[src/hw/period_timer_pkg.sv]
// constants, register offsets, field positions and reset values of the period timer
// assumes a plain register port with 8-bit data and one 40 MHz core clock
package period_timer_pkg;
    // ----------------------------------------------------------------
    // register offsets
    // ----------------------------------------------------------------
    localparam logic [3:0] ADDR_COUNT = 4'h0;
    localparam logic [3:0] ADDR_PERIOD = 4'h1;
    localparam logic [3:0] ADDR_CONTROL = 4'h2;
    localparam logic [3:0] ADDR_CONTROL_B = 4'h3;
    localparam logic [3:0] ADDR_IRQ_FLAG = 4'h4;
    localparam logic [3:0] ADDR_IRQ_ENABLE = 4'h5;
    localparam logic [3:0] ADDR_DUTY_LO = 4'h6;
    localparam logic [3:0] ADDR_DUTY_HI = 4'h7;
    localparam logic [3:0] ADDR_CCP_CONTROL = 4'h8;
    localparam logic [3:0] ADDR_PIN_DIR = 4'h9;
    // ----------------------------------------------------------------
    // fields
    // ----------------------------------------------------------------
    localparam int CTL_RUN_BIT = 7;
    localparam int CTL_PSEL_LSB = 4;
    localparam int CTL_MODE_LSB = 0;
    localparam int CTLB_PSTS_LSB = 0;
    localparam int CTLB_EXT_LSB = 5;
    localparam logic [1:0] MODE_FREE = 2'h0;
    localparam logic [1:0] MODE_ONESHOT = 2'h1;
    localparam logic [1:0] MODE_MONO = 2'h2;
    localparam logic [2:0] EXT_NONE = 3'h0;
    localparam logic [2:0] EXT_GATE_HIGH = 3'h1;
    localparam logic [2:0] EXT_GATE_LOW = 3'h2;
    localparam logic [2:0] EXT_RST_LEVEL = 3'h3;
    localparam logic [2:0] EXT_RST_RISE = 3'h4;
    localparam logic [2:0] EXT_RST_FALL = 3'h5;
    // ----------------------------------------------------------------
    // reset values
    // ----------------------------------------------------------------
    localparam logic [7:0] COUNT_RESET = 8'h00;
    localparam logic [7:0] PERIOD_RESET = 8'hff;
    localparam logic [7:0] PIN_DIR_RESET = 8'h01;
endpackage : period_timer_pkg

[src/hw/period_timer_with_pwm.sv]
// 8-bit period timer with prescaler, postscaler, shadow period and standard PWM output
// assumes i_ext_signal is asynchronous; register port strobes are synchronous one-cycle pulses
//
// Design decisions made here: the placing of the registers and strobed register access.
`timescale 1ns/100ps
module period_timer_with_pwm (
    input wire logic i_core_clk,
    input wire logic i_resetn,
    input wire logic [3:0] i_addr,
    input wire logic [7:0] i_wdata,
    input wire logic i_wr,
    input wire logic i_rd,
    output logic [7:0] o_rdata,
    input wire logic i_ext_signal,
    output logic o_postscaled_pulse,
    output logic o_irq,
    output logic [7:0] o_count,
    output logic o_period_match,
    output logic o_pwm_out,
    output logic o_pwm_oe
);
    // ----------------------------------------------------------------
    // reset release and external input synchroniser
    // ----------------------------------------------------------------
    logic rst_meta_reg, rst_sync_reg;
    logic ext_meta_reg, ext_sync_reg, ext_prev_reg;
    always_ff @(posedge i_core_clk or negedge i_resetn)
    begin
        if (!i_resetn)
        begin
            rst_meta_reg <= 1'b0;
            rst_sync_reg <= 1'b0;
        end
        else
        begin
            rst_meta_reg <= 1'b1;
            rst_sync_reg <= rst_meta_reg;
        end
    end
    wire rstn = rst_sync_reg;
    always_ff @(posedge i_core_clk or negedge rstn)
    begin
        if (!rstn)
        begin
            ext_meta_reg <= 1'b0;
            ext_sync_reg <= 1'b0;
            ext_prev_reg <= 1'b0;
        end
        else
        begin
            ext_meta_reg <= i_ext_signal;
            ext_sync_reg <= ext_meta_reg;
            ext_prev_reg <= ext_sync_reg;
        end
    end
    // ----------------------------------------------------------------
    // registers
    // ----------------------------------------------------------------
    logic [7:0] count_reg, period_reg, shadow_reg, control_reg, control_b_reg;
    logic [7:0] duty_hi_reg, duty_buf_hi_reg;
    logic [1:0] duty_lo_reg, duty_buf_lo_reg;
    logic [6:0] presc_reg;
    logic [4:0] post_reg;
    logic flag_reg, irq_en_reg, ccp_en_reg, dir_reg, stopped_reg, pulse_reg, pwm_reg;
    logic [7:0] rdata_reg;
    // ----------------------------------------------------------------
    // decode
    // ----------------------------------------------------------------
    wire wr_count = i_wr && (i_addr == period_timer_pkg::ADDR_COUNT);
    wire wr_period = i_wr && (i_addr == period_timer_pkg::ADDR_PERIOD);
    wire wr_ctl = i_wr && (i_addr == period_timer_pkg::ADDR_CONTROL);
    wire wr_ctlb = i_wr && (i_addr == period_timer_pkg::ADDR_CONTROL_B);
    wire wr_flag = i_wr && (i_addr == period_timer_pkg::ADDR_IRQ_FLAG);
    wire wr_ien = i_wr && (i_addr == period_timer_pkg::ADDR_IRQ_ENABLE);
    wire wr_dlo = i_wr && (i_addr == period_timer_pkg::ADDR_DUTY_LO);
    wire wr_dhi = i_wr && (i_addr == period_timer_pkg::ADDR_DUTY_HI);
    wire wr_ccp = i_wr && (i_addr == period_timer_pkg::ADDR_CCP_CONTROL);
    wire wr_dir = i_wr && (i_addr == period_timer_pkg::ADDR_PIN_DIR);
    wire run = control_reg[period_timer_pkg::CTL_RUN_BIT];
    wire [2:0] psel = control_reg[period_timer_pkg::CTL_PSEL_LSB +: 3];
    wire [1:0] mode = control_reg[period_timer_pkg::CTL_MODE_LSB +: 2];
    wire [4:0] psts = control_b_reg[period_timer_pkg::CTLB_PSTS_LSB +: 5];
    wire [2:0] ext_mode = control_b_reg[period_timer_pkg::CTLB_EXT_LSB +: 3];
    // ratio is 2**psel: tick when all low psel bits of the prescaler are set
    wire [6:0] presc_mask = 7'((8'h01 << psel) - 8'h01);
    wire tick = ((presc_reg & presc_mask) == presc_mask);
    wire gate_ok = (ext_mode == period_timer_pkg::EXT_GATE_HIGH) ? ext_sync_reg :
                   (ext_mode == period_timer_pkg::EXT_GATE_LOW) ? !ext_sync_reg : 1'b1;
    wire ext_rst = ((ext_mode == period_timer_pkg::EXT_RST_LEVEL) && ext_sync_reg) ||
                   ((ext_mode == period_timer_pkg::EXT_RST_RISE) && ext_sync_reg && !ext_prev_reg) ||
                   ((ext_mode == period_timer_pkg::EXT_RST_FALL) && !ext_sync_reg && ext_prev_reg);
    wire count_en = run && !stopped_reg && gate_ok;
    wire sw_clr = wr_count || wr_ctl;
    wire match = (count_reg == shadow_reg);
    wire step = count_en && tick && !sw_clr && !ext_rst;
    wire match_evt = step && match;
    wire post_hit = (post_reg == psts);
    // ----------------------------------------------------------------
    // timer core
    // ----------------------------------------------------------------
    always_ff @(posedge i_core_clk or negedge rstn)
    begin
        if (!rstn)
        begin
            count_reg <= period_timer_pkg::COUNT_RESET;
            period_reg <= period_timer_pkg::PERIOD_RESET;
            shadow_reg <= period_timer_pkg::PERIOD_RESET;
            control_reg <= 8'h00;
            control_b_reg <= 8'h00;
            presc_reg <= 7'h00;
            post_reg <= 5'h00;
            stopped_reg <= 1'b0;
            pulse_reg <= 1'b0;
        end
        else
        begin
            if (wr_period)
                period_reg <= i_wdata;
            if (wr_ctlb)
                control_b_reg <= i_wdata;
            // software write wins over the one-shot clear of run enable
            if (wr_ctl)
                control_reg <= i_wdata;
            else if (match_evt && (mode == period_timer_pkg::MODE_ONESHOT))
                control_reg[period_timer_pkg::CTL_RUN_BIT] <= 1'b0;
            if (sw_clr || ext_rst)
            begin
                shadow_reg <= period_reg;
                presc_reg <= 7'h00;
                post_reg <= 5'h00;
                pulse_reg <= 1'b0;
                stopped_reg <= 1'b0;
                if (wr_count)
                    count_reg <= i_wdata;
                else if (ext_rst)
                    count_reg <= 8'h00;
            end
            else if (count_en)
            begin
                presc_reg <= 7'(presc_reg + 7'h01);
                if (tick)
                begin
                    pulse_reg <= match && post_hit;
                    if (match)
                    begin
                        count_reg <= 8'h00;
                        shadow_reg <= period_reg;
                        post_reg <= post_hit ? 5'h00 : 5'(post_reg + 5'h01);
                        if (mode != period_timer_pkg::MODE_FREE)
                            stopped_reg <= 1'b1;
                    end
                    else
                        count_reg <= 8'(count_reg + 8'h01);
                end
            end
            else if (tick)
                pulse_reg <= 1'b0;
        end
    end
    // ----------------------------------------------------------------
    // interrupt flag, pwm unit and pin control
    // ----------------------------------------------------------------
    // duty latched at period end so a changing duty never gives a runt pulse
    wire [9:0] pwm_base = {count_reg, presc_reg[1:0]};
    wire [9:0] duty = {duty_buf_hi_reg, duty_buf_lo_reg};
    always_ff @(posedge i_core_clk or negedge rstn)
    begin
        if (!rstn)
        begin
            flag_reg <= 1'b0;
            irq_en_reg <= 1'b0;
            duty_hi_reg <= 8'h00;
            duty_lo_reg <= 2'h0;
            duty_buf_hi_reg <= 8'h00;
            duty_buf_lo_reg <= 2'h0;
            ccp_en_reg <= 1'b0;
            dir_reg <= period_timer_pkg::PIN_DIR_RESET[0];
            pwm_reg <= 1'b0;
        end
        else
        begin
            // hardware set wins over a clear in the same cycle
            if (match_evt)
                flag_reg <= 1'b1;
            else if (wr_flag)
                flag_reg <= i_wdata[0];
            if (wr_ien)
                irq_en_reg <= i_wdata[0];
            if (wr_dlo)
                duty_lo_reg <= i_wdata[1:0];
            if (wr_dhi)
                duty_hi_reg <= i_wdata;
            if (wr_ccp)
                ccp_en_reg <= i_wdata[0];
            if (wr_dir)
                dir_reg <= i_wdata[0];
            if (match_evt)
            begin
                duty_buf_hi_reg <= duty_hi_reg;
                duty_buf_lo_reg <= duty_lo_reg;
            end
            // low two duty bits resolve only with prescale ratio of four or more
            pwm_reg <= ccp_en_reg && (pwm_base < duty);
        end
    end
    // ----------------------------------------------------------------
    // read port
    // ----------------------------------------------------------------
    logic [7:0] rd_mux;
    always_comb
    begin
        unique case (i_addr)
            period_timer_pkg::ADDR_COUNT: rd_mux = count_reg;
            period_timer_pkg::ADDR_PERIOD: rd_mux = period_reg;
            period_timer_pkg::ADDR_CONTROL: rd_mux = control_reg;
            period_timer_pkg::ADDR_CONTROL_B: rd_mux = control_b_reg;
            period_timer_pkg::ADDR_IRQ_FLAG: rd_mux = {7'h00, flag_reg};
            period_timer_pkg::ADDR_IRQ_ENABLE: rd_mux = {7'h00, irq_en_reg};
            period_timer_pkg::ADDR_DUTY_LO: rd_mux = {6'h00, duty_lo_reg};
            period_timer_pkg::ADDR_DUTY_HI: rd_mux = duty_hi_reg;
            period_timer_pkg::ADDR_CCP_CONTROL: rd_mux = {7'h00, ccp_en_reg};
            period_timer_pkg::ADDR_PIN_DIR: rd_mux = {7'h00, dir_reg};
            default: rd_mux = 8'h00;
        endcase
    end
    always_ff @(posedge i_core_clk or negedge rstn)
    begin
        if (!rstn)
            rdata_reg <= 8'h00;
        else
            rdata_reg <= i_rd ? rd_mux : 8'h00;
    end
    assign o_rdata = rdata_reg;
    assign o_postscaled_pulse = pulse_reg;
    assign o_irq = flag_reg && irq_en_reg;
    assign o_count = count_reg;
    assign o_period_match = match && count_en && tick;
    // pwm_reg lags the enable by a cycle, so gate the pin with the enable itself
    assign o_pwm_out = pwm_reg && ccp_en_reg && !dir_reg;
    assign o_pwm_oe = ccp_en_reg && !dir_reg;
endmodule : period_timer_with_pwm

[config.mk]
export PLATFORM = sky130hd
export DESIGN_NAME = period_timer_with_pwm
export DESIGN_NICKNAME = d
export VERILOG_FILES = /design/src/hw/period_timer_pkg.sv /design/src/hw/period_timer_with_pwm.sv
export SDC_FILE = /design/constraint.sdc
export NUM_CORES = 1
export LEC_CHECK = 0
export BUFFER_PORTS_ARGS = -buffer_cell sky130_fd_sc_hd__buf_4
export CORE_MARGIN = 8
export CORE_UTILIZATION = 60
export DETAILED_ROUTE_END_ITERATION = 10
export GPL_TIMING_DRIVEN = 0
export PLACE_DENSITY = 0.83
export SLEW_MARGIN = 0
export SYNTH_ARGS = -nofsm -noshare
export SYNTH_HDL_FRONTEND = slang
export SYNTH_SLANG_ARGS = --single-unit
[constraint.sdc]
create_clock -name i_core_clk -period 3.5 [get_ports i_core_clk]
set_clock_uncertainty 0.1 [all_clocks]
set_input_delay 0.525 -clock i_core_clk [delete_from_list [all_inputs] [get_ports i_core_clk]]
set_output_delay 0.525 -clock i_core_clk [all_outputs]
set_load 0.1 [all_outputs]
==> results.yml <==
layout:
  n_fill_cell: 544
  area_growth_pct: 12.55
  layout-drive-gt1-share_pct: 29.36
  final_nets: 477
  utilization_pct: 68.80
  antenna_cells: 0
  fin_area_mm2: 0.005261
power_and_ir_drop:
  total_power_mw: 3.761
  vdd_ir_drop_max_mv: 0.2988
  power_leakage_nw: 2.316
  power.density_mw_per_mm2: 714.9
setup_path:
  worstPathRequired_ps: 2870
  worstPathArrival_ps: 2330
  cpLargestDelayFamily: "simple AND/OR/NAND/NOR gates"
  critPathLaunchType: "register"
  startpoint: "control_reg[4]"
  critPathBufInv: 2
  path_max_fanout: 5
  path_cells: "or2b_1 > a21boi_2 > nor4_4 > nand3_2 > inv_1 > buf_4"
  worst_setup_path_end_kind: "output pin"
  cp_slowest_cell: "nor4_4"
  worst-setup-path-type: "register to output pin"
  cpPeakStageDelay_ps: 550
  r2r_start: "control_reg[4]"
synthesis:
  ys_ff_latch: 92
  syn-num-nets: 432
  synth_area_leader_cell: "dfrtp_1"
  yosys_warnings: 0
  synth-seq-area-share_pct: 49.71
  synth_flop_cell: "dfrtp_1"
  avgSynthCellArea_um2: 11.60
  synth-edff-count: 0
  synthCells: 403
  netlist-cell-type-count: 57
  yosys.area.top_type_share_pct: 40.15
  async_flop_share_pct: 100.0
  synth_area_mm2: 0.004674
  yosys-top-cells-area: "dfrtp_1 40%, mux2_2 10%, dfstp_2 9.6%"
sta:
  hold_viol: 0
  period_share_pct: 84.37
  fmax_mhz: 338.6
  tns_ps: 0
  tightestPinTransition_ps: 838.3
  setup_viol: 0
  fin_crit_ps: 2953
  rsz0062_at_grt: "no"
  relSlewSlack_pct: 43.91
  slew_viol_final: 0
routing:
  ant_nets: 0
  drc: 0
  vias: 3382
  drt_wl_total_um: 10770
  wire_per_inst_um: 19.41
  drt-pass1-iter-count: 5
  drt-initial-drc-count: 205
  viasPerCell: 6.094
floorplan:
  die_area_mm2: 0.01087
  fp-row-count: 32
  initial_core_util_pct: 61.13
  ios: 38
  coreArea_mm2: 0.007647
  die_w_um: 104.3
  die_h_um: 104.3
grt:
  grtUsageMet3_pct: 4.213
  grt_pass1_vias: 3436
  grtUsageMet2_pct: 34.15
  top_usage_layer: "met2"
  grtUsageMet1_pct: 25.50
  antenna_found_initial: 0
  grtUsageTotal_pct: 20.48
  grt_pass1_wl_um: 17770
  grt_max_degree: 48
  gr-total-overflow: 0
clocking:
  cts_tree: "yes"
  clkTransAtPathRegs_ps: 80
  cts_buffer_depth: 2
  cts_resized: 0
  cts_hold_buf: 1
  h-tree-depth: 3
  post_cts_buffers: 0
  cts_buffers: 9
  numClockSinks: 92
  clock_latency_ps: 360
  cts-root-buf: "clkbuf_8"
worst_hold_path:
  min_from: "i_ext_signal"
  hold_path_class: "input port to register"
place:
  hpwl_um: 8010
  io_buffer_count: 32
  placed_area_mm2: 0.005074
  gp_congestion: 0.8677
job:
  timing.max_cap.violations: 0
outcome:
  status: "finished, final reports clean"
==> layout by cell type, fill, tap and decap left out, types with 12 or more instances in the layout <==
master	synthesis	final
ha_1	12	12
buf_4	0	32
mux2_1	12	12
xnor2_1	12	12
a21oi_1	15	15
dfrtp_1	75	74
inv_1	23	23
mux2_2	42	42
dfstp_2	17	17
nor2_1	31	31
nand2_1	18	18
o21ai_0	14	14
==> per-stage QoR <==
step           hold WS, ps  std cells  setup slack, ps
2_1_floorplan        129.4        403            310.3
6_report             186.6        555            547.0
3_3_place_gp         207.5        537           -228.7
5_1_grt              169.9        555            386.3
3_5_place_dp         209.8        538            904.0
4_1_cts              173.7        555            502.6
==> where the power goes <==
part / switching [mW] / internal, mW
sequential: 0.323 / 1.35
clock: 0.344 / 0.331
combinational: 0.883 / 0.529
==> area by class of cell <==
class | instances | area, um2 | share of cell area [%]
Clock inverter | 2 | 35.03 | 0.6659
Tap cell | 102 | 127.6 | 2.426
Timing Repair Buffer | 34 | 277.8 | 5.279
Buffer | 14 | 82.58 | 1.570
Sequential cell | 92 | 2327 | 44.23
Multi-Input combinational cell | 274 | 2182 | 41.47
Inverter | 23 | 86.33 | 1.641
Clock buffer | 14 | 142.6 | 2.711
==> worst paths after layout <==
| kind | slack (ps) | depth (start not counted) | to |
|---|---|---|---|
| setup / recovery | 550 | 6 | o_period_match |
| hold / removal | 190 | 1 | ext_meta_reg |
| setup reg to reg | 960 | 7 | duty_buf_hi_reg[7] |
| hold reg to reg | 230 | 0 | control_reg[4] |
| max in group asynchronous | 2380 | 1 | period_reg[1] |
| min in group asynchronous | 230 | 0 | control_reg[4] |
==> metal layers <==
metal	wire length, um	vias up
met5	0	-
met4	202	0
met3	728	21
met2	5537	125
met1	4303	1693
li1	-	1543
==> Yosys cell counts, drive strengths merged, types with 4 or more instances <==
| cell type | instances |
|---|---|
| dfrtp | 75 |
| mux2 | 54 |
| nor2 | 34 |
| inv | 23 |
| o21ai | 20 |
| nand2 | 18 |
| dfstp | 17 |
| a21oi | 15 |
| nand3 | 13 |
| ha | 12 |
| xnor2 | 12 |
| a22oi | 10 |
| buf | 10 |
| and3 | 7 |
| nor2b | 7 |
| nor3 | 7 |
| xor2 | 7 |
| mux4 | 6 |
| nand4 | 6 |
| a31oi | 4 |
| clkbuf | 4 |
| nand2b | 4 |
==> cells by family after synthesis <==
| family | after synthesis | synth area share [%] |
|---|---|---|
| buffers and inverters | 37 | 3.613 |
| AOI/OAI and AO/OA | 69 | 10.23 |
| muxes | 63 | 16.54 |
| adders and majority gates | 12 | 3.212 |
| xor gates and xnor gates | 19 | 3.560 |
| other | 1 | 0.08022 |
| and+or+nand+nor | 110 | 13.06 |
| DFF | 92 | 49.71 |
Note: power is estimated with default switching activity, not from simulation.
